--- config.mk ---
export PLATFORM = sky130hd
export DESIGN_NAME = adc_conversion_sequencer
export DESIGN_NICKNAME = d
export VERILOG_FILES = /design/src/adc_conversion_sequencer.v /design/src/conv_clock_div.v /design/src/sar_engine.v
export VERILOG_INCLUDE_DIRS = /design/src
export SDC_FILE = /design/constraint.sdc
export NUM_CORES = 1
export LEC_CHECK = 0
export ABC_CLOCK_PERIOD_IN_PS = 2900
export BUFFER_PORTS_ARGS = -buffer_cell sky130_fd_sc_hd__buf_4
export CAP_MARGIN = 25
export CORE_ASPECT_RATIO = 2
export CORE_UTILIZATION = 43
export DETAILED_ROUTE_END_ITERATION = 10
export GPL_ROUTABILITY_DRIVEN = 0
export GPL_TIMING_DRIVEN = 0
export PLACE_DENSITY_LB_ADDON = 0.08
export SLEW_MARGIN = 10
export SYNTH_ARGS = -nofsm -noshare
export SYNTH_HDL_FRONTEND = slang
export SYNTH_SLANG_ARGS = --single-unit
--- constraint.sdc ---
create_clock -name mclk -period 2.9 [get_ports mclk]
set_input_delay 0.29 -clock mclk [delete_from_list [all_inputs] [get_ports mclk]]
set_output_delay 0.29 -clock mclk [all_outputs]
set_load 0.02 [all_outputs]
--- src/adc_seq_defs.vh ---
`ifndef ADC_SEQ_DEFS_VH
`define ADC_SEQ_DEFS_VH
// register addresses on the plain port
`define ADDR_RESULT_HIGH   4'h0
`define ADDR_RESULT_LOW    4'h1
`define ADDR_CONTROL_ZERO  4'h2
`define ADDR_CONTROL_ONE   4'h3
`define ADDR_CONTROL_TWO   4'h4
`define ADDR_IRQ_STATUS    4'h5
`define ADDR_IRQ_MASK      4'h6
// control zero fields
`define BIT_CONVERTER_ON   0
`define BIT_GO             1
`define CHAN_LSB           2
// control two fields
`define BIT_RESULT_RIGHT   7
`define ACQ_LSB            3
`define CLK_LSB            0
// irq status bits
`define IRQ_DONE           0
`define IRQ_ABORT          1
// compare unit trigger mode
`define TRIGGER_MODE       4'hB
// sequence lengths in bit periods, the sleep slot in clock cycles, and the default rc divide
`define CONV_PERIODS       4'hB
`define WAIT_PERIODS       4'h2
`define DISCHARGE_PERIODS  4'h1
`define SLEEP_SLOT_CYCLES  8'h04
`define RC_DIV_DEFAULT     8'h64
`endif

--- src/adc_conversion_sequencer.v ---
`timescale 1ns/10ps
`default_nettype none
`include "adc_seq_defs.vh"
module adc_conversion_sequencer #(
	parameter RC_DIV = 100
) (
	input  wire       mclk,
	input  wire       rst_n,
	input  wire [3:0] addr,
	input  wire [7:0] wdata,
	input  wire       wr_en,
	input  wire       rd_en,
	output reg  [7:0] rdata,
	input  wire       cmp_in,
	input  wire [3:0] compare_unit_mode,
	input  wire       special_trigger,
	output reg        timer_clear,
	output reg  [3:0] channel_select,
	output reg        sample_switch,
	output reg        discharge,
	output reg        irq
);
	localparam ST_IDLE = 3'h0;
	localparam ST_DISCH = 3'h1;
	localparam ST_SAMPLE = 3'h2;
	localparam ST_SLOT = 3'h3;
	localparam ST_ACQ = 3'h4;
	localparam ST_CONV = 3'h5;
	localparam ST_WAIT = 3'h6;

	reg  [2:0] state_reg;
	reg  [2:0] state_next;
	reg  [7:0] res_hi_reg;
	reg  [7:0] res_lo_reg;
	reg        converter_on;
	reg        go_reg;
	reg  [5:0] ctl_one_reg;
	reg        right_just;
	reg  [2:0] acq_time_select;
	reg  [2:0] conv_clock_select;
	reg  [1:0] irq_status;
	reg  [1:0] irq_mask;
	reg  [7:0] cnt_reg;
	reg  [3:0] trig_mode_s1;
	reg  [3:0] trig_mode_s2;
	reg        trig_s1;
	reg        trig_s2;
	reg        trig_s3;
	reg        cmp_s1;
	reg        cmp_s2;
	wire       tick;
	wire [9:0] code;
	wire       eng_busy;
	wire       eng_done;
	wire       trig_edge;
	wire       trig_go;
	wire       go_clear_wr;
	wire       go_set_wr;
	wire       abort_now;
	wire       start_conv;
	wire [1:0] irq_set;

	// acquisition code to bit periods; only 000 and 010 are fixed by behaviour
	function [3:0] acq_periods;
		input [2:0] s;
		begin
			case (s)
			3'h1: acq_periods = 4'h2;
			3'h2: acq_periods = 4'h4;
			3'h3: acq_periods = 4'h6;
			3'h4: acq_periods = 4'h8;
			3'h5: acq_periods = 4'hC;
			3'h6: acq_periods = 4'hE;
			3'h7: acq_periods = 4'hF;
			default: acq_periods = 4'h0;
			endcase
		end
	endfunction

	// trigger and comparator come from outside this clock, so two flops first
	always @(posedge mclk or negedge rst_n) begin
		if (!rst_n) begin
			trig_s1      <= 1'b0;
			trig_s2      <= 1'b0;
			trig_s3      <= 1'b0;
			trig_mode_s1 <= 4'h0;
			trig_mode_s2 <= 4'h0;
			cmp_s1       <= 1'b0;
			cmp_s2       <= 1'b0;
		end else begin
			trig_s1      <= special_trigger;
			trig_s2      <= trig_s1;
			trig_s3      <= trig_s2;
			trig_mode_s1 <= compare_unit_mode;
			trig_mode_s2 <= trig_mode_s1;
			cmp_s1       <= cmp_in;
			cmp_s2       <= cmp_s1;
		end
	end

	assign trig_edge = trig_s2 & ~trig_s3;
	assign trig_go = trig_edge && converter_on && trig_mode_s2 == `TRIGGER_MODE;
	assign go_set_wr = wr_en && addr == `ADDR_CONTROL_ZERO && wdata[`BIT_GO];
	assign go_clear_wr = wr_en && addr == `ADDR_CONTROL_ZERO && !wdata[`BIT_GO];
	// aborting only by a go clear write mid-conversion; switching the converter off with go set aborts just the engine
	assign abort_now = (state_reg == ST_CONV) && go_clear_wr;
	assign start_conv = (state_reg == ST_SLOT && tick) ||
		(state_reg == ST_ACQ && tick && cnt_reg == 8'h01);
	assign irq_set = {abort_now, eng_done};

	conv_clock_div #(
		.RC_DIV (RC_DIV)
	) u_div (
		.mclk  (mclk),
		.rst_n (rst_n),
		.run   (converter_on),
		.sel   (conv_clock_select),
		.tick  (tick)
	);

	sar_engine u_sar (
		.mclk   (mclk),
		.rst_n  (rst_n),
		.start  (start_conv),
		// switching off must not leave a frozen conversion that finishes later
		.abort  (abort_now | ~converter_on),
		.tick   (tick),
		.cmp_in (cmp_s2),
		.code   (code),
		.busy   (eng_busy),
		.done   (eng_done)
	);

	always @* begin
		state_next = state_reg;
		case (state_reg)
		ST_IDLE: if (converter_on) state_next = ST_DISCH;
		ST_DISCH: if (tick) state_next = ST_SAMPLE;
		ST_SAMPLE: begin
			if (go_reg)
				state_next = (acq_time_select == 3'h0) ? ST_SLOT : ST_ACQ;
		end
		ST_SLOT: if (tick) state_next = ST_CONV;
		ST_ACQ: if (tick && cnt_reg == 8'h01) state_next = ST_CONV;
		ST_CONV: if (abort_now || eng_done) state_next = ST_WAIT;
		ST_WAIT: if (tick && cnt_reg == 8'h01) state_next = ST_DISCH;
		default: state_next = ST_IDLE;
		endcase
		if (!converter_on)
			state_next = ST_IDLE;
	end

	always @(posedge mclk or negedge rst_n) begin
		if (!rst_n) begin
			state_reg <= ST_IDLE;
			cnt_reg   <= 8'h00;
		end else begin
			state_reg <= state_next;
			if (state_reg == ST_SAMPLE && state_next == ST_ACQ)
				cnt_reg <= {4'h0, acq_periods(acq_time_select)};
			else if (state_reg == ST_CONV && state_next == ST_WAIT)
				cnt_reg <= {4'h0, `WAIT_PERIODS};
			else if (tick && cnt_reg != 8'h00)
				cnt_reg <= cnt_reg - 8'h01;
		end
	end

	// register file; the sleep slot of code 000 is one bit period here
	always @(posedge mclk or negedge rst_n) begin
		if (!rst_n) begin
			res_hi_reg        <= 8'h00;
			res_lo_reg        <= 8'h00;
			converter_on      <= 1'b0;
			go_reg            <= 1'b0;
			channel_select    <= 4'h0;
			ctl_one_reg       <= 6'h00;
			right_just        <= 1'b0;
			acq_time_select   <= 3'h0;
			conv_clock_select <= 3'h0;
			irq_status        <= 2'h0;
			irq_mask          <= 2'h0;
		end else begin
			if (wr_en) begin
				case (addr)
				`ADDR_RESULT_HIGH: res_hi_reg <= wdata;
				`ADDR_RESULT_LOW: res_lo_reg <= wdata;
				`ADDR_CONTROL_ZERO: begin
					converter_on   <= wdata[`BIT_CONVERTER_ON];
					// go in the same write as power-up is honoured, though discouraged
					go_reg         <= wdata[`BIT_GO] & wdata[`BIT_CONVERTER_ON];
					channel_select <= wdata[`CHAN_LSB+3:`CHAN_LSB];
				end
				`ADDR_CONTROL_ONE: ctl_one_reg <= wdata[5:0];
				`ADDR_CONTROL_TWO: begin
					right_just        <= wdata[`BIT_RESULT_RIGHT];
					acq_time_select   <= wdata[`ACQ_LSB+2:`ACQ_LSB];
					conv_clock_select <= wdata[`CLK_LSB+2:`CLK_LSB];
				end
				`ADDR_IRQ_MASK: irq_mask <= wdata[1:0];
				default: ;
				endcase
			end
			if (trig_go)
				go_reg <= 1'b1;
			if (eng_done) begin
				go_reg <= 1'b0;
				if (right_just) begin
					res_hi_reg <= {6'h00, code[9:8]};
					res_lo_reg <= code[7:0];
				end else begin
					res_hi_reg <= code[9:2];
					res_lo_reg <= {code[1:0], 6'h00};
				end
			end
			// abort path writes nothing to the result pair
			if (abort_now)
				go_reg <= 1'b0;
			// read clears, but a same-cycle event still lands
			if (rd_en && addr == `ADDR_IRQ_STATUS)
				irq_status <= irq_set;
			else
				irq_status <= irq_status | irq_set;
		end
	end

	always @(posedge mclk or negedge rst_n) begin
		if (!rst_n) begin
			rdata         <= 8'h00;
			timer_clear   <= 1'b0;
			sample_switch <= 1'b0;
			discharge     <= 1'b0;
			irq           <= 1'b0;
		end else begin
			timer_clear   <= trig_edge && trig_mode_s2 == `TRIGGER_MODE;
			sample_switch <= state_next == ST_SAMPLE || state_next == ST_SLOT ||
				state_next == ST_ACQ;
			discharge     <= state_next == ST_DISCH;
			irq           <= |((irq_status | irq_set) & irq_mask);
			rdata         <= 8'h00;
			if (rd_en) begin
				case (addr)
				`ADDR_RESULT_HIGH: rdata <= res_hi_reg;
				`ADDR_RESULT_LOW: rdata <= res_lo_reg;
				`ADDR_CONTROL_ZERO: rdata <= {2'h0, channel_select, go_reg, converter_on};
				`ADDR_CONTROL_ONE: rdata <= {2'h0, ctl_one_reg};
				`ADDR_CONTROL_TWO: rdata <= {right_just, 1'b0, acq_time_select,
					conv_clock_select};
				`ADDR_IRQ_STATUS: rdata <= {6'h00, irq_status};
				`ADDR_IRQ_MASK: rdata <= {6'h00, irq_mask};
				default: rdata <= 8'h00;
				endcase
			end
		end
	end
endmodule // adc_conversion_sequencer
`default_nettype wire

--- src/conv_clock_div.v ---
`timescale 1ns/10ps
`default_nettype none
module conv_clock_div #(
	parameter RC_DIV = 100
) (
	input  wire       mclk,
	input  wire       rst_n,
	input  wire       run,
	input  wire [2:0] sel,
	output reg        tick
);
	reg  [7:0] cnt_reg;
	wire [7:0] limit;

	// x11 selects the internal rc source, modelled as a fixed divide
	function [7:0] div_of;
		input [2:0] s;
		begin
			case (s)
			3'h0: div_of = 8'h02;
			3'h4: div_of = 8'h04;
			3'h1: div_of = 8'h08;
			3'h5: div_of = 8'h10;
			3'h2: div_of = 8'h20;
			3'h6: div_of = 8'h40;
			default: div_of = RC_DIV[7:0];
			endcase
		end
	endfunction

	assign limit = div_of(sel);

	always @(posedge mclk or negedge rst_n) begin
		if (!rst_n) begin
			cnt_reg <= 8'h00;
			tick    <= 1'b0;
		end else if (!run) begin
			cnt_reg <= 8'h00;
			tick    <= 1'b0;
		end else if (cnt_reg >= limit - 8'h01) begin
			cnt_reg <= 8'h00;
			tick    <= 1'b1;
		end else begin
			cnt_reg <= cnt_reg + 8'h01;
			tick    <= 1'b0;
		end
	end
endmodule // conv_clock_div
`default_nettype wire

--- src/sar_engine.v ---
`timescale 1ns/10ps
`default_nettype none
module sar_engine (
	input  wire       mclk,
	input  wire       rst_n,
	input  wire       start,
	input  wire       abort,
	input  wire       tick,
	input  wire       cmp_in,
	output reg  [9:0] code,
	output reg        busy,
	output reg        done
);
	reg [3:0] step_reg;
	reg [9:0] trial_reg;

	// eleven bit periods: one settle slot, then one bit each
	always @(posedge mclk or negedge rst_n) begin
		if (!rst_n) begin
			step_reg  <= 4'h0;
			trial_reg <= 10'h000;
			code      <= 10'h000;
			busy      <= 1'b0;
			done      <= 1'b0;
		end else begin
			done <= 1'b0;
			if (abort) begin
				busy <= 1'b0;
			end else if (start) begin
				busy      <= 1'b1;
				step_reg  <= 4'h0;
				trial_reg <= 10'h200;
				code      <= 10'h000;
			end else if (busy && tick) begin
				if (step_reg != 4'h0) begin
					code[10 - step_reg] <= cmp_in;
					trial_reg <= trial_reg >> 1;
				end
				if (step_reg == `CONV_PERIODS - 4'h1) begin
					busy <= 1'b0;
					done <= 1'b1;
				end
				step_reg <= step_reg + 4'h1;
			end
		end
	end
endmodule // sar_engine
`default_nettype wire

Word level (Yosys, flattened, before mapping)
Index checks and enable logic that the tools add are counted.

Memories: 0. Latch bits: 0. Memory bits (writable): 0. Logic and storage cells: 177. Output and inout port bits: 16. Memory bits (read-only): 0. Register bits after elaboration: 100. Bits of input ports: 22.

Shift operators: 0. Order comparisons: 3. Eq/ne operators: 32. Multipliers: 0. Reduce and logical (&&, ||, !) cells: 48. Div/mod/pow operators: 0. Muxes and demuxes: 50. Add/sub/neg operators: 5. Bitwise operators: 8.

Operator list (number): 8-bit two-way mux (14); 8-bit case mux with 7 select lines (1); 7-bit case mux with 6 select lines (1); 3-bit == test, second input constant (12); 32-bit by 1-bit greater-or-equal comparator with 1-bit output, second input constant (1); 32-bit by 5-bit < comparator with 1-bit output, second input constant (1); 10-bit two-way mux (3); 4-bit case mux with 7 select lines (1); 3-bit two-way mux (8); 3-bit by 2-bit == test with 1-bit output, second input constant (7); 3-bit case mux with 7 select lines (1); 2-bit AND reduction (9); 1-bit logical AND (16); 1-bit two-way mux (16); 3-bit by 1-bit == test with 1-bit output, second input constant (4); 4-bit by 3-bit == test with 1-bit output, second input constant (3); 4-bit nonzero test (3); 10-bit bitwise mux (1); 2-bit nonzero test (5); 3-bit logical NOT (3); 3-bit nonzero test (3); 8-bit by 1-bit adder with 8-bit output, second input constant (1); 4-bit by 2-bit == test with 1-bit output, second input constant (2); 4-bit == test, second input constant (2); other kinds (21) (28).

Longest topological paths before layout
Gate-level depths: netlist (run 1).

Word-level depth: 12. Gate-level depth with buffers: 11. Depth with buffers taken out: 11.

By module
A second synthesis (run 1) with hierarchy kept.

Cells, all modules: 534. Area, all modules: 5457.7 um^2.

By module, submodules not included: adc_conversion_sequencer (instances 1, seq. area each 1876.8 um^2, area an instance 3692.3 um^2, cells each 345); sar_engine (instances 1, seq. area each 400.4 um^2, area an instance 1103.6 um^2, cells each 120); conv_clock_div (instances 1, seq. area each 225.2 um^2, area an instance 661.9 um^2, cells each 69).

Worst setup path before layout (run 1)
Ideal clock, no wire load.

Kind: register to register. Start: reg cnt_reg[2]. End: reg u_sar.code[8]. Path slack: 0.622 ns. Library setup time: 0.122 ns. Stages on the path, launching flop included: 6. Data arrival time: 2.157 ns. Path buffers: 0. Clock period less this slack: 2.278 ns. Data required time: 2.778 ns. Cell sequence: dfrtp_1 -> or4_4 -> or4_4 -> a31oi_2 -> o21ai_1 -> a32o_1.

Cells in the longest elaborated chain, start to end: 5. Elaborated cells between the ends (all ways): 7. Classes of those cells: eq/ne (1); mux (1); reduce/logical (5).

Ends and longest elaborated chain: start, declared (line adc_conversion_sequencer.v:43) `reg [7:0] cnt_reg;`; start signal, assigned (line adc_conversion_sequencer.v:160) `cnt_reg <= {4'h0, acq_periods(acq_time_select)};`; start signal, assigned (line adc_conversion_sequencer.v:162) `` cnt_reg <= {4'h0, `WAIT_PERIODS}; ``; start signal, assigned (line adc_conversion_sequencer.v:164) `cnt_reg <= cnt_reg - 8'h01;`; 8-bit by 1-bit == test with 1-bit output * (line adc_conversion_sequencer.v:108) `(state_reg == ST_ACQ && tick && cnt_reg == 8'h01);`; 1-bit logical AND * (line adc_conversion_sequencer.v:108); 1-bit logical OR * (line adc_conversion_sequencer.v:107) `assign start_conv = (state_reg == ST_SLOT && tick) ||`; 2-bit nonzero test (no source line); 3-bit AND reduction (no source line); end signal, assigned by index (line sar_engine.v:36) `code[10 - step_reg] <= cmp_in;`; end, declared (line sar_engine.v:10) `output reg [9:0] code,`.

Every way passes the cells marked *; elsewhere a longest branch is shown, timed or not. A chain may end at the register's enable or synchronous reset.

Worst setup path after layout (run 1)
Start: reg conv_clock_select[0]. End: reg u_div.cnt_reg[7].

Cells in the longest elaborated chain, start to end: 6. Elaborated cells between the ends (all ways): 11. Classes of those cells: add/sub (1); order compare (1); eq/ne (5); mux (3); reduce/logical (1).

Ends and longest elaborated chain: start, declared (line adc_conversion_sequencer.v:40) `reg [2:0] conv_clock_select;`; start signal, assigned (line adc_conversion_sequencer.v:197) `` conv_clock_select <= wdata[`CLK_LSB+2:`CLK_LSB]; ``; 3-bit == test (tied with other cells) (line conv_clock_div.v:19) `case (s)`; 7-bit case mux with 6 select lines * (line conv_clock_div.v:19); 7-bit by 1-bit subtractor with 8-bit output * (line conv_clock_div.v:40) `end else if (cnt_reg >= limit - 8'h01) begin`; 8-bit greater-or-equal comparator * (line conv_clock_div.v:40); 8-bit two-way mux * (line conv_clock_div.v:40); 8-bit two-way mux * (line conv_clock_div.v:37) `end else if (!run) begin`; end signal, assigned (line conv_clock_div.v:44) `cnt_reg <= cnt_reg + 8'h01;`; end, declared (line conv_clock_div.v:12) `reg [7:0] cnt_reg;`.

Marked as above.

==> metrics, run 1 <==
series of cell instances along the critical path inv_1, ha_1, inv_1, xnor2_1, ha_1, a2111oi_1, o21ai_0, a31oi_1, o21ai_2, nor2_1; clock insertion delay at the later pin of the skew report 0.35 ns; cell with the most instances after synthesis dfrtp_1; worst-path fanout max 8; register name with the most flops u_sar.code; wire length of the first global-routing pass 19700 um; Die Ht 155 um; final setup fails 0; share of layout cells above drive strength 1 15.6%; initial core utilization 44.5%; worst clock skew 0.0130 ns; Yosys warning total 0; final core utilization 52.1%; First-pass DRT Iterations 5; post-synth top area share 49.5%; Core ar. 11400 sq um; Max-slew headroom 34.1%; buffers added on ports 37; netlist area before placement 5050 sq um; Root Buffer Master clkbuf_16; RR Startpoint conv_clock_select[0]; number of routed nets with antenna violations 0; first element of the critical path conv_clock_select[0]; P per Cell Area 627 nW/um^2; Filler Cell Count 1053; DRT iter0 DRCs 223; run status complete, no violations; clk sink count 100; top cells by count, synth dfrtp_1 (100), nand2_1 (41), nor2_1 (40), o21ai_0 (33), a21oi_1 (28); kind of launch point of the worst setup path flip-flop; cell type group with the largest total delay on the critical path compound AO/OA/AOI/OAI gates; count of buffer and inverter cells on the critical path 2; RSZ-0062 raised after global routing no; number of slew-limit violations in the final report 0; share of power burned in combinational logic 15.6%; number of distinct standard cells referenced by the synthesized netlist 53; leakage power of the design 2.67 nW; HPWL after detailed placement 9140 um; Setup TNS Final 0 ns; global route overflow 0; wire per inst 17.6 um; clock tree from TritonCTS built; via count of the first global-routing pass 3817; area enclosed by the die boundary 12200 sq um; largest area contributor in the netlist dfrtp_1; number of setup buffers added after CTS 0; antenna violations before repair 0; Post-DP Area 5540 sq um; Worst Tran Pin Value 0.981 ns; all-layer global routing usage 21.3%; final clock period utilization by the worst path 89.3%; area grow syn2layout 17.0%; number of H-tree levels 3; overall via count from detail_route 3869; clock buffers created by TritonCTS 9; top cells by area, synth dfrtp_1 (50%), ha_1 (5.4%), mux2_2 (4.7%), o21ai_0 (3.3%), nand2_1 (3.0%); hold_ws 0.0461 ns; proportion of power drawn by the clock network 38.5%; proportion of synthesized flip-flops having asynchronous set or reset 100%; count of nets after finishing 591; clock-pin slew reported for the worst setup and hold paths after clock tree synthesis 0.07 ns; sequential element share of the synthesized area 49.5%; routed wire length 12200 um; max_cap viols 0; final period demand of the worst path 2.59 ns; maximum number of pins on one net before global-route repair 62; Main synth FF type dfrtp_1; achievable frequency 386 MHz; hold_sp compare_unit_mode[2]; Seq pwr share 45.9%; vias per cell 5.57; Largest register FFs 10; Tightest Hold Check Type in -> reg; antenna diode count 0; switching power of the nets 1.00 mW; final routed DRC violation total 0; worst-case vdd ir drop 301 uV; gate count of the mapped netlist 497; CP max-delay cell dfrtp_1; Syn Nets 541; endpoint type of the worst setup path flip-flop; average footprint of a synthesized cell 10.2 sq um; data arrival time of the critical path 2.86 ns; maximum single-stage delay on the critical path 0.50 ns; internal cell power 2.71 mW; number of core rows 55; critical path type reg -> reg; switching portion of total power 27.0%; area of all placed cells without fillers 5910 sq um; required time of the critical path 3.17 ns; horizontal die dimension 78.7 um; number of placed instances with taps included 677; top-level port count 38; number of failing hold endpoints at the final stage 0; number of synthesized flops with an enable pin 0; final standard cell count with taps included and fillers excluded 694; maximum root-to-sink buffer count 2; number of storage elements in the synthesis netlist 100
==> area by class of cell <==
| class | instances | area (sq um) | area share (%) |
|---|---|---|---|
| flip-flops and latches | 100 | 2500 | 42.3 |
| clock inverters | 5 | 106 | 1.80 |
| repair buffers | 39 | 315 | 5.33 |
| multi-input cells | 355 | 2390 | 40.5 |
| clock buffers | 11 | 253 | 4.27 |
| well taps | 142 | 178 | 3.00 |
| plain buffers | 18 | 75.1 | 1.27 |
| inverters | 24 | 90.1 | 1.52 |
==> kinds of logic (layout without fill, tap and decap cells) <==
group,Yosys count,after routing,synth area share (%)
mux,32,32,7.35
xor+xnor,16,16,2.77
buf+inv,42,97,3.27
fa+ha+maj,22,22,5.45
compound gates,116,116,14.5
simple gates,168,168,17.1
other cells,1,1,0.0742
flops,100,100,49.5
==> power by group through the flow <==
stage / clock network [mW] / logic [mW] / registers (mW)
after floorplan: 0 / 0.371 / 1.69
after global placement: 0 / 0.556 / 1.73
after detailed placement: 0 / 0.578 / 1.73
after CTS: 1.45 / 0.584 / 1.70
after global routing: 1.51 / 0.650 / 1.72
final: 1.43 / 0.579 / 1.70
==> layer usage <==
layer  GRT usage, %  part of all wire (%)
met5              0                     0
met4           7.05                   2.1
met3           3.17                   2.5
met2           39.8                    57
met1           24.1                    39
==> cell usage in the layout (no fill, tap or decap), types with 5 or more instances in the layout <==
cell | netlist | final
xor2_1 | 12 | 12
a22o_1 | 5 | 5
inv_1 | 24 | 24
nand3b_1 | 5 | 5
mux2i_1 | 9 | 9
o22ai_1 | 6 | 6
a21oi_1 | 28 | 28
nor3_1 | 8 | 8
nand2b_1 | 6 | 6
nor3b_1 | 6 | 6
dfrtp_1 | 100 | 99
and3_1 | 6 | 6
nand3_1 | 18 | 18
nor2_1 | 40 | 40
mux2_2 | 21 | 21
and2_1 | 10 | 10
clkbuf_16 | 0 | 9
a31oi_1 | 5 | 5
o21ai_0 | 33 | 33
o211ai_1 | 6 | 6
nand2_1 | 41 | 41
o21ai_1 | 6 | 5
nor2b_1 | 10 | 10
ha_1 | 22 | 22
buf_4 | 0 | 37
clkbuf_1 | 15 | 15
==> metrics by stage <==
stage / total power, mW / worst slack [ns]
detailed placement: 2.31 / 0.169
global placement: 2.28 / 0.197
global route: 3.88 / 0.0316
finish: 3.71 / 0.311
floorplan: 2.06 / 0.622
CTS: 3.74 / 0.146
==> path summary, 6_finish.rpt <==
kind | slack [ns] | end | cells after the start
worst max-delay path | 0.31 | u_div.cnt_reg[7] | 10
worst min-delay path | 0.05 | trig_mode_s1[2] | 1
worst max register to register | 0.31 | u_div.cnt_reg[7] | 10
worst min register to register | 0.35 | trig_mode_s2[0] | 0
max in group asynchronous | 1.73 | cmp_s2 | 3
min in group asynchronous | 0.46 | rdata[1] | 2
==> repair_timing <==
item,4_1_cts,5_1_grt
hold buffers,1,0
endpoints found under the hold margin,39,0
resized for setup,0,3
setup endpoints to repair,0,8
Power figures use the tool's default switching activity.
==> run 2, diff against run 1 <==
--- a/config.mk
+++ b/config.mk
@@ -10,10 +10,12 @@
 export BUFFER_PORTS_ARGS = -buffer_cell sky130_fd_sc_hd__buf_4
 export CAP_MARGIN = 25
 export CORE_ASPECT_RATIO = 2
+export CORE_MARGIN = 2
 export CORE_UTILIZATION = 43
 export DETAILED_ROUTE_END_ITERATION = 10
 export GPL_ROUTABILITY_DRIVEN = 0
 export GPL_TIMING_DRIVEN = 0
+export MAX_ROUTING_LAYER = met4
 export PLACE_DENSITY_LB_ADDON = 0.08
 export SLEW_MARGIN = 10
 export SYNTH_ARGS = -nofsm -noshare
==> run 2 against run 1 <==
- register-to-register slack got worse by 0.09 ns
- first-iteration DRC count down 25%
- count of clock-buffer cells in the layout shrank 2
- clock power shrank 19%
- routed wire length is 1.3% higher
==> metrics, run 2 (same netlist as run 1, synthesis figures left out) <==
commonest cells after routing, fill and taps aside dfrtp_1 (100), nand2_1 (41), nor2_1 (40), buf_4 (37), o21ai_0 (33); data arrival time of the critical path 2.96 ns (+0.10 ns); share of layout cells above drive strength 1 15.4% (-0.18 points); final setup fails 0 (unchanged); count of buffer and inverter cells on the critical path 2 (unchanged); Setup TNS Final 0 ns (unchanged); overall via count from detail_route 3867 (-0.052%); setup slack of the critical path after layout 0.218 ns (-0.0931 ns); CP max-delay cell dfrtp_1; worst-path fanout max 8 (unchanged); horizontal die dimension 80.7 um (+2.5%); P per Cell Area 588 nW/um^2 (-6.2%); worst-case hold path end point trig_mode_s1[1]; worst clock skew 0.00916 ns (-0.00388 ns); HPWL after detailed placement 9430 um (+3.2%); setup slack of the most critical reg-to-reg path 0.22 ns (-0.09 ns); final routed DRC violation total 0 (unchanged); Post-DP Area 5540 sq um (about the same); series of cell instances along the critical path inv_1, ha_1, inv_1, xnor2_1, ha_1, a2111oi_0, o21ai_0, a31oi_1, o21ai_2, nor2_1; RR Startpoint conv_clock_select[0]; kind of launch point of the worst setup path flip-flop; all-layer global routing usage 21.7% (+0.40 points); maximum number of pins on one net before global-route repair 53 (-15%); wire length of the first global-routing pass 20100 um (+2.2%); number of slew-limit violations in the final report 0 (unchanged); reg-to-reg critical path endpoint u_div.cnt_reg[7]; Root Buffer Master clkbuf_16; Core ar. 11600 sq um (+2.4%); global route overflow 0 (unchanged); via count of the first global-routing pass 3947 (+3.4%); worst hold path cell count 1 (unchanged); number of failing hold endpoints at the final stage 0 (unchanged); antenna violations before repair 0 (unchanged); clock-pin slew reported for the worst setup and hold paths after clock tree synthesis 0.07 ns (about the same); Worst Tran Pin Value 0.969 ns (-0.0116 ns); maximum root-to-sink buffer count 2 (unchanged); max_cap viols 0 (unchanged); number of core rows 56 (+1.8%); buffers added on ports 37 (unchanged); clock insertion delay at the later pin of the skew report 0.35 ns (about the same); hold_sp compare_unit_mode[1]; maximum single-stage delay on the critical path 0.48 ns (-0.02 ns); final clock period utilization by the worst path 92.5% (+3.2 points); cell type group with the largest total delay on the critical path compound AO/OA/AOI/OAI gates; top-level port count 38 (unchanged); clock tree from TritonCTS built; DRT iter0 DRCs 168 (-25%); worst slack at placement 0.106 ns (-0.0630 ns); achievable frequency 373 MHz (-3.5%); Filler Cell Count 1139 (+8.2%); critical path type reg -> reg; register name with the most flops u_sar.code; run status complete, no violations; worst-case vdd ir drop 289 uV (-3.9%); First-pass DRT Iterations 4 (-1); Register-to-Register Path Depth 10 (unchanged); endpoint type of the worst setup path flip-flop; count of nets after finishing 591 (unchanged); leakage power of the design 2.64 nW (-1.1%); number of routed nets with antenna violations 0 (unchanged); Largest register FFs 10 (unchanged); commonest non-fill, non-tap cell in the layout dfrtp_1; vias per cell 5.55 (-0.48%); Tightest Hold Check Type in -> reg; clk sink count 100 (unchanged); area of all placed cells without fillers 5840 sq um (-1.3%); RSZ-0062 raised after global routing no; Stages on worst setup path 10 (unchanged); final period demand of the worst path 2.68 ns (+0.0931 ns); number of H-tree levels 3 (unchanged); Die Ht 157 um (+1.3%); clock buffers created by TritonCTS 9 (unchanged); area grow syn2layout 15.5%; antenna diode count 0 (unchanged); initial core utilization 43.5% (-1.1 points); Max-slew headroom 34.8% (+0.78 points); area enclosed by the die boundary 12700 sq um (+3.9%); routed wire length 12400 um (+1.3%); required time of the critical path 3.18 ns (about the same); wire per inst 17.7 um (+0.83%)
-- run 2: changes by cell type in the layout (fill, tap and decap cells not counted), sizes merged --
cell / before / now
bufinv: 3 / 0
clkbuf: 26 / 24
clkinv: 0 / 3
clkinvlp: 1 / 0
inv: 25 / 28
-- run 2: area by class of cell --
| type | instances | area, sq um | area share (%) |
|---|---|---|---|
| Buffer | 18 | 75.1 | 1.29 |
| Tap cell | 145 | 181 | 3.11 |
| Timing Repair Buffer | 39 | 315 | 5.40 |
| Clock buffer | 9 | 225 | 3.86 |
| Sequential cell | 100 | 2500 | 42.9 |
| Multi-Input combinational cell | 355 | 2390 | 41.0 |
| Clock inverter | 7 | 56.3 | 0.965 |
| Inverter | 24 | 90.1 | 1.54 |
-- run 2: timing repair --
action | in CTS | in global routing
gates resized for setup | 0 | 1
hold buffers | 1 | 0
hold endpoints to repair | 32 | 0
setup endpoints to repair | 0 | 8
setup buffers | 0 | 0
-- run 2: worst max-delay path by stage --
stage,start,endpoint,slack (ns)
detailed placement,addr[3],cnt_reg[3],0.11
floorplan,cnt_reg[2],u_sar.code[8],0.62
global route,conv_clock_select[0],u_div.cnt_reg[4],0.02
CTS,conv_clock_select[0],u_div.cnt_reg[7],0.08
finish,conv_clock_select[0],u_div.cnt_reg[7],0.22
global placement,addr[3],cnt_reg[3],0.12
-- run 2: metal layers --
metal / track usage [%] / up-vias / part of all wire [%]
met5: - / - / 0
met3: 3.21 / 16 / 2.2
met4: 8.15 / 0 / 2.1
li1: - / 1876 / -
met2: 39.6 / 65 / 57
met1: 23.1 / 1910 / 39
-- run 2: stage by stage --
stage               utilization [%]  cells  hold WS, ns  power, mW
CTS                            50.2    697       0.0310       3.47
detailed placement             47.6    680        0.336       2.31
global route                   50.2    697       0.0231       3.63
floorplan                         -    497     -0.00559       2.06
global placement               47.4    679        0.331       2.28
finish                         50.2    697       0.0410       3.43
-- run 2: where the power goes --
| part | switching, mW | internal (mW) | leakage (nW) |
|---|---|---|---|
| combinational | 0.308 | 0.268 | 1.23 |
| sequential | 0.155 | 1.54 | 1.27 |
| clock | 0.563 | 0.596 | 0.142 |
| total | 1.03 | 2.41 | 2.64 |
==> run 3, diff against run 2 <==
--- a/config.mk
+++ b/config.mk
@@ -6,6 +6,7 @@
 export SDC_FILE = /design/constraint.sdc
 export NUM_CORES = 1
 export LEC_CHECK = 0
+export ABC_AREA = 1
 export ABC_CLOCK_PERIOD_IN_PS = 2900
 export BUFFER_PORTS_ARGS = -buffer_cell sky130_fd_sc_hd__buf_4
 export CAP_MARGIN = 25
==> run 3 against run 2 <==
- combinational power grew 61%
- maximum frequency grew 14%
- first-iteration DRC count grew 29%
- non-clock buffer count shrank 8
- power grew 14%
- design area grew 1.2%
- critical path depth shrank 1
- synthesized cell count grew 24%
- sequential share of layout area shrank 0.53 points
- clock power is essentially flat
- largest cell class unchanged
- largest power group unchanged
==> metrics, run 3 <==
run status complete, no violations; number of synthesized flops with an enable pin 0 (unchanged); First-pass DRT Iterations 4 (unchanged); required time of the critical path 3.17 ns (about the same); Worst Tran Pin Value 0.640 ns (-0.329 ns); clock buffers created by TritonCTS 9 (unchanged); P per Cell Area 664 nW/um^2 (+13%); cell type group with the largest total delay on the critical path adder cells; top-level port count 38 (unchanged); achievable frequency 424 MHz (+14%); commonest non-fill, non-tap cell in the layout nand2_1; Main synth FF type dfrtp_1; initial core utilization 43.8% (+0.32 points); vias per cell 5.14 (-7.4%); number of slew-limit violations in the final report 0 (unchanged); maximum single-stage delay on the critical path 0.44 ns (-0.04 ns); share of layout cells above drive strength 1 13.1% (-2.3 points); largest area contributor in the netlist dfrtp_1; area grow syn2layout 15.4% (about the same); Core ar. 11700 sq um (+0.60%); number of core rows 56 (unchanged); netlist area before placement 5120 sq um (+1.3%); buffers added on ports 37 (unchanged); antenna violations before repair 0 (unchanged); Setup TNS Final 0 ns (unchanged); routed wire length 12700 um (+2.4%); final standard cell count with taps included and fillers excluded 816 (+17%); worst slack at placement 0.513 ns (+0.407 ns); HPWL after detailed placement 9850 um (+4.4%); top cells by count, synth nand2_1 (110), dfrtp_1 (100), inv_1 (97), nor2_1 (67), o21ai_0 (66); maximum root-to-sink buffer count 2 (unchanged); final setup fails 0 (unchanged); number of H-tree levels 3 (unchanged); worst clock skew 0.0115 ns (+0.00232 ns); number of failing hold endpoints at the final stage 0 (unchanged); reg-to-reg critical path endpoint u_div.cnt_reg[5]; Tightest Hold Check Type in -> reg; final core utilization 50.5% (+0.32 points); Largest register FFs 10 (unchanged); clock-pin slew reported for the worst setup and hold paths after clock tree synthesis 0.08 ns (about the same); Yosys warning total 0 (unchanged); worst-case vdd ir drop 369 uV (+28%); via count of the first global-routing pass 4205 (+6.5%); wire length of the first global-routing pass 20600 um (+2.3%); antenna diode count 0 (unchanged); clock insertion delay at the later pin of the skew report 0.36 ns (about the same); critical path type reg -> reg; series of cell instances along the critical path inv_1, ha_1, xor2_1, ha_1, a21oi_1, o21ai_0, a21oi_1, nand2_1, nor3b_1; Filler Cell Count 1133 (-0.53%); combined area of the multi-input logic cells 2190 sq um (-8.3%); final routed DRC violation total 0 (unchanged); overall power 3.93 mW (+14%); clk sink count 100 (unchanged); clock tree from TritonCTS built; max_cap viols 0 (unchanged); worst-case hold path end point trig_mode_s1[1]; number of distinct standard cells referenced by the synthesized netlist 38 (-28%); maximum number of pins on one net before global-route repair 57 (+7.5%); kind of launch point of the worst setup path flip-flop; DRT iter0 DRCs 217 (+29%); overall via count from detail_route 4192 (+8.4%); post-synth top area share 48.9% (-0.65 points); number of placed instances with taps included 799 (+18%); Register-to-Register Path Depth 9 (-1); Die Ht 158 um (+0.65%); CP max-delay cell dfrtp_1; number of routed nets with antenna violations 0 (unchanged); post_cts resized 0 (unchanged); cell with the most instances after synthesis nand2_1; average footprint of a synthesized cell 8.32 sq um (-18%); worst hold path cell count 1 (unchanged); register cell area after layout 2500 sq um (unchanged); top cells by area, synth dfrtp_1 (49%), nand2_1 (8.1%), inv_1 (7.1%), o21ai_0 (6.4%), ha_1 (5.4%); gate count of the mapped netlist 616 (+24%); proportion of synthesized flip-flops having asynchronous set or reset 100% (unchanged); final clock period utilization by the worst path 81.4% (-11 points); wire per inst 15.5 um (-13%); endpoint type of the worst setup path flip-flop; RR Startpoint conv_clock_select[0]; setup slack of the most critical reg-to-reg path 0.54 ns (+0.32 ns); worst-path fanout max 8 (unchanged); hold_sp compare_unit_mode[1]; register name with the most flops u_sar.code; leakage power of the design 2.86 nW (+8.3%); RSZ-0062 raised after global routing no; number of storage elements in the synthesis netlist 100 (unchanged); Syn Nets 660 (+22%); setup slack of the critical path after layout 0.539 ns (+0.321 ns); Root Buffer Master clkbuf_16; sequential element share of the synthesized area 48.9% (-0.65 points); data arrival time of the critical path 2.63 ns (-0.33 ns); all-layer global routing usage 22.1% (+0.43 points); count of nets after finishing 710 (+20%); commonest cells after routing, fill and taps aside nand2_1 (110), dfrtp_1 (100), inv_1 (97), nor2_1 (67), o21ai_0 (66); count of buffer and inverter cells on the critical path 1 (-1); area enclosed by the die boundary 12900 sq um (+1.3%); global route overflow 0 (unchanged); final period demand of the worst path 2.36 ns (-0.321 ns); Max-slew headroom 57.1% (+22 points); horizontal die dimension 81.2 um (+0.63%)
[run 3: changes by cell type after synthesis, sizes merged, moves of 10 or more]
cell / before / now
nand2: 41 / 119
o22ai: 6 / 16
o21ai: 40 / 78
inv: 24 / 101
and2: 10 / 0
mux2: 21 / 1
nor2b: 10 / 0
nor2: 40 / 75
[run 3: routing by layer]
metal	global-route usage [%]	share of wire, %
met2	40.4	56
met4	11.1	4.3
met5	-	0
met1	22.2	37
met3	3.51	2.8
[run 3: power by group]
group | switching (mW) | internal (mW) | total, mW
sequential | 0.182 | 1.62 | 1.80
combinational | 0.581 | 0.347 | 0.928
clock | 0.588 | 0.606 | 1.19
total | 1.35 | 2.58 | 3.93
[run 3: final cells by class]
type                    instances  area share [%]
plain buffers                  10           0.826
multi-input cells             405            37.1
flip-flops and latches        100            42.3
repair buffers                 39            5.34
inverters                     101            6.42
well taps                     145            3.07
clock inverters                 7            1.10
clock buffers                   9            3.81
[run 3: worst max path at each step]
stage,from,end,slack (ns),cells past startpoint
after global placement,conv_clock_select[0],u_div.cnt_reg[5],0.54,9
after floorplan,conv_clock_select[0],u_div.cnt_reg[5],0.89,10
after global routing,conv_clock_select[1],u_div.cnt_reg[5],0.28,9
final,conv_clock_select[0],u_div.cnt_reg[5],0.54,9
after detailed placement,conv_clock_select[0],u_div.cnt_reg[5],0.51,9
after CTS,conv_clock_select[0],u_div.cnt_reg[5],0.50,9
[run 3: what timing repair did]
| item | 4_1_cts | 5_1_grt |
|---|---|---|
| buffers inserted | 0 | 0 |
| hold buffers | 1 | 0 |
| endpoints found under the hold margin | 44 | 0 |
[run 3: cell families (layout without fill, tap and decap cells)]
kind of cell | after synthesis | in the layout | synth area share [%]
AO/OA/AOI/OAI | 126 | 126 | 13.5
XOR/XNOR | 14 | 14 | 2.39
adder cells (fa/ha/maj) | 22 | 22 | 5.37
buffers and inverters | 111 | 166 | 8.35
flip-flops | 100 | 100 | 48.9
multiplexers | 1 | 1 | 0.220
other | 1 | 1 | 0.0732
AND/OR/NAND/NOR | 241 | 241 | 21.2
[run 3: worst reg2reg max path, cell delays in order (launching register included)]
cell and delay [ns]:
dfrtp_1 0.44, inv_1 0.14, ha_1 0.35, xor2_1 0.17
ha_1 0.29, a21oi_1 0.13, o21ai_0 0.11, a21oi_1 0.19
nand2_1 0.23, nor3b_1 0.24
[run 3: through the flow]
stage	cell area (sq um)	hold WS, ns
global placement	5580	0.333
detailed placement	5610	0.335
finish	5910	0.0333
CTS	5910	0.0267
floorplan	5120	-0.00559
global route	5910	0.0216
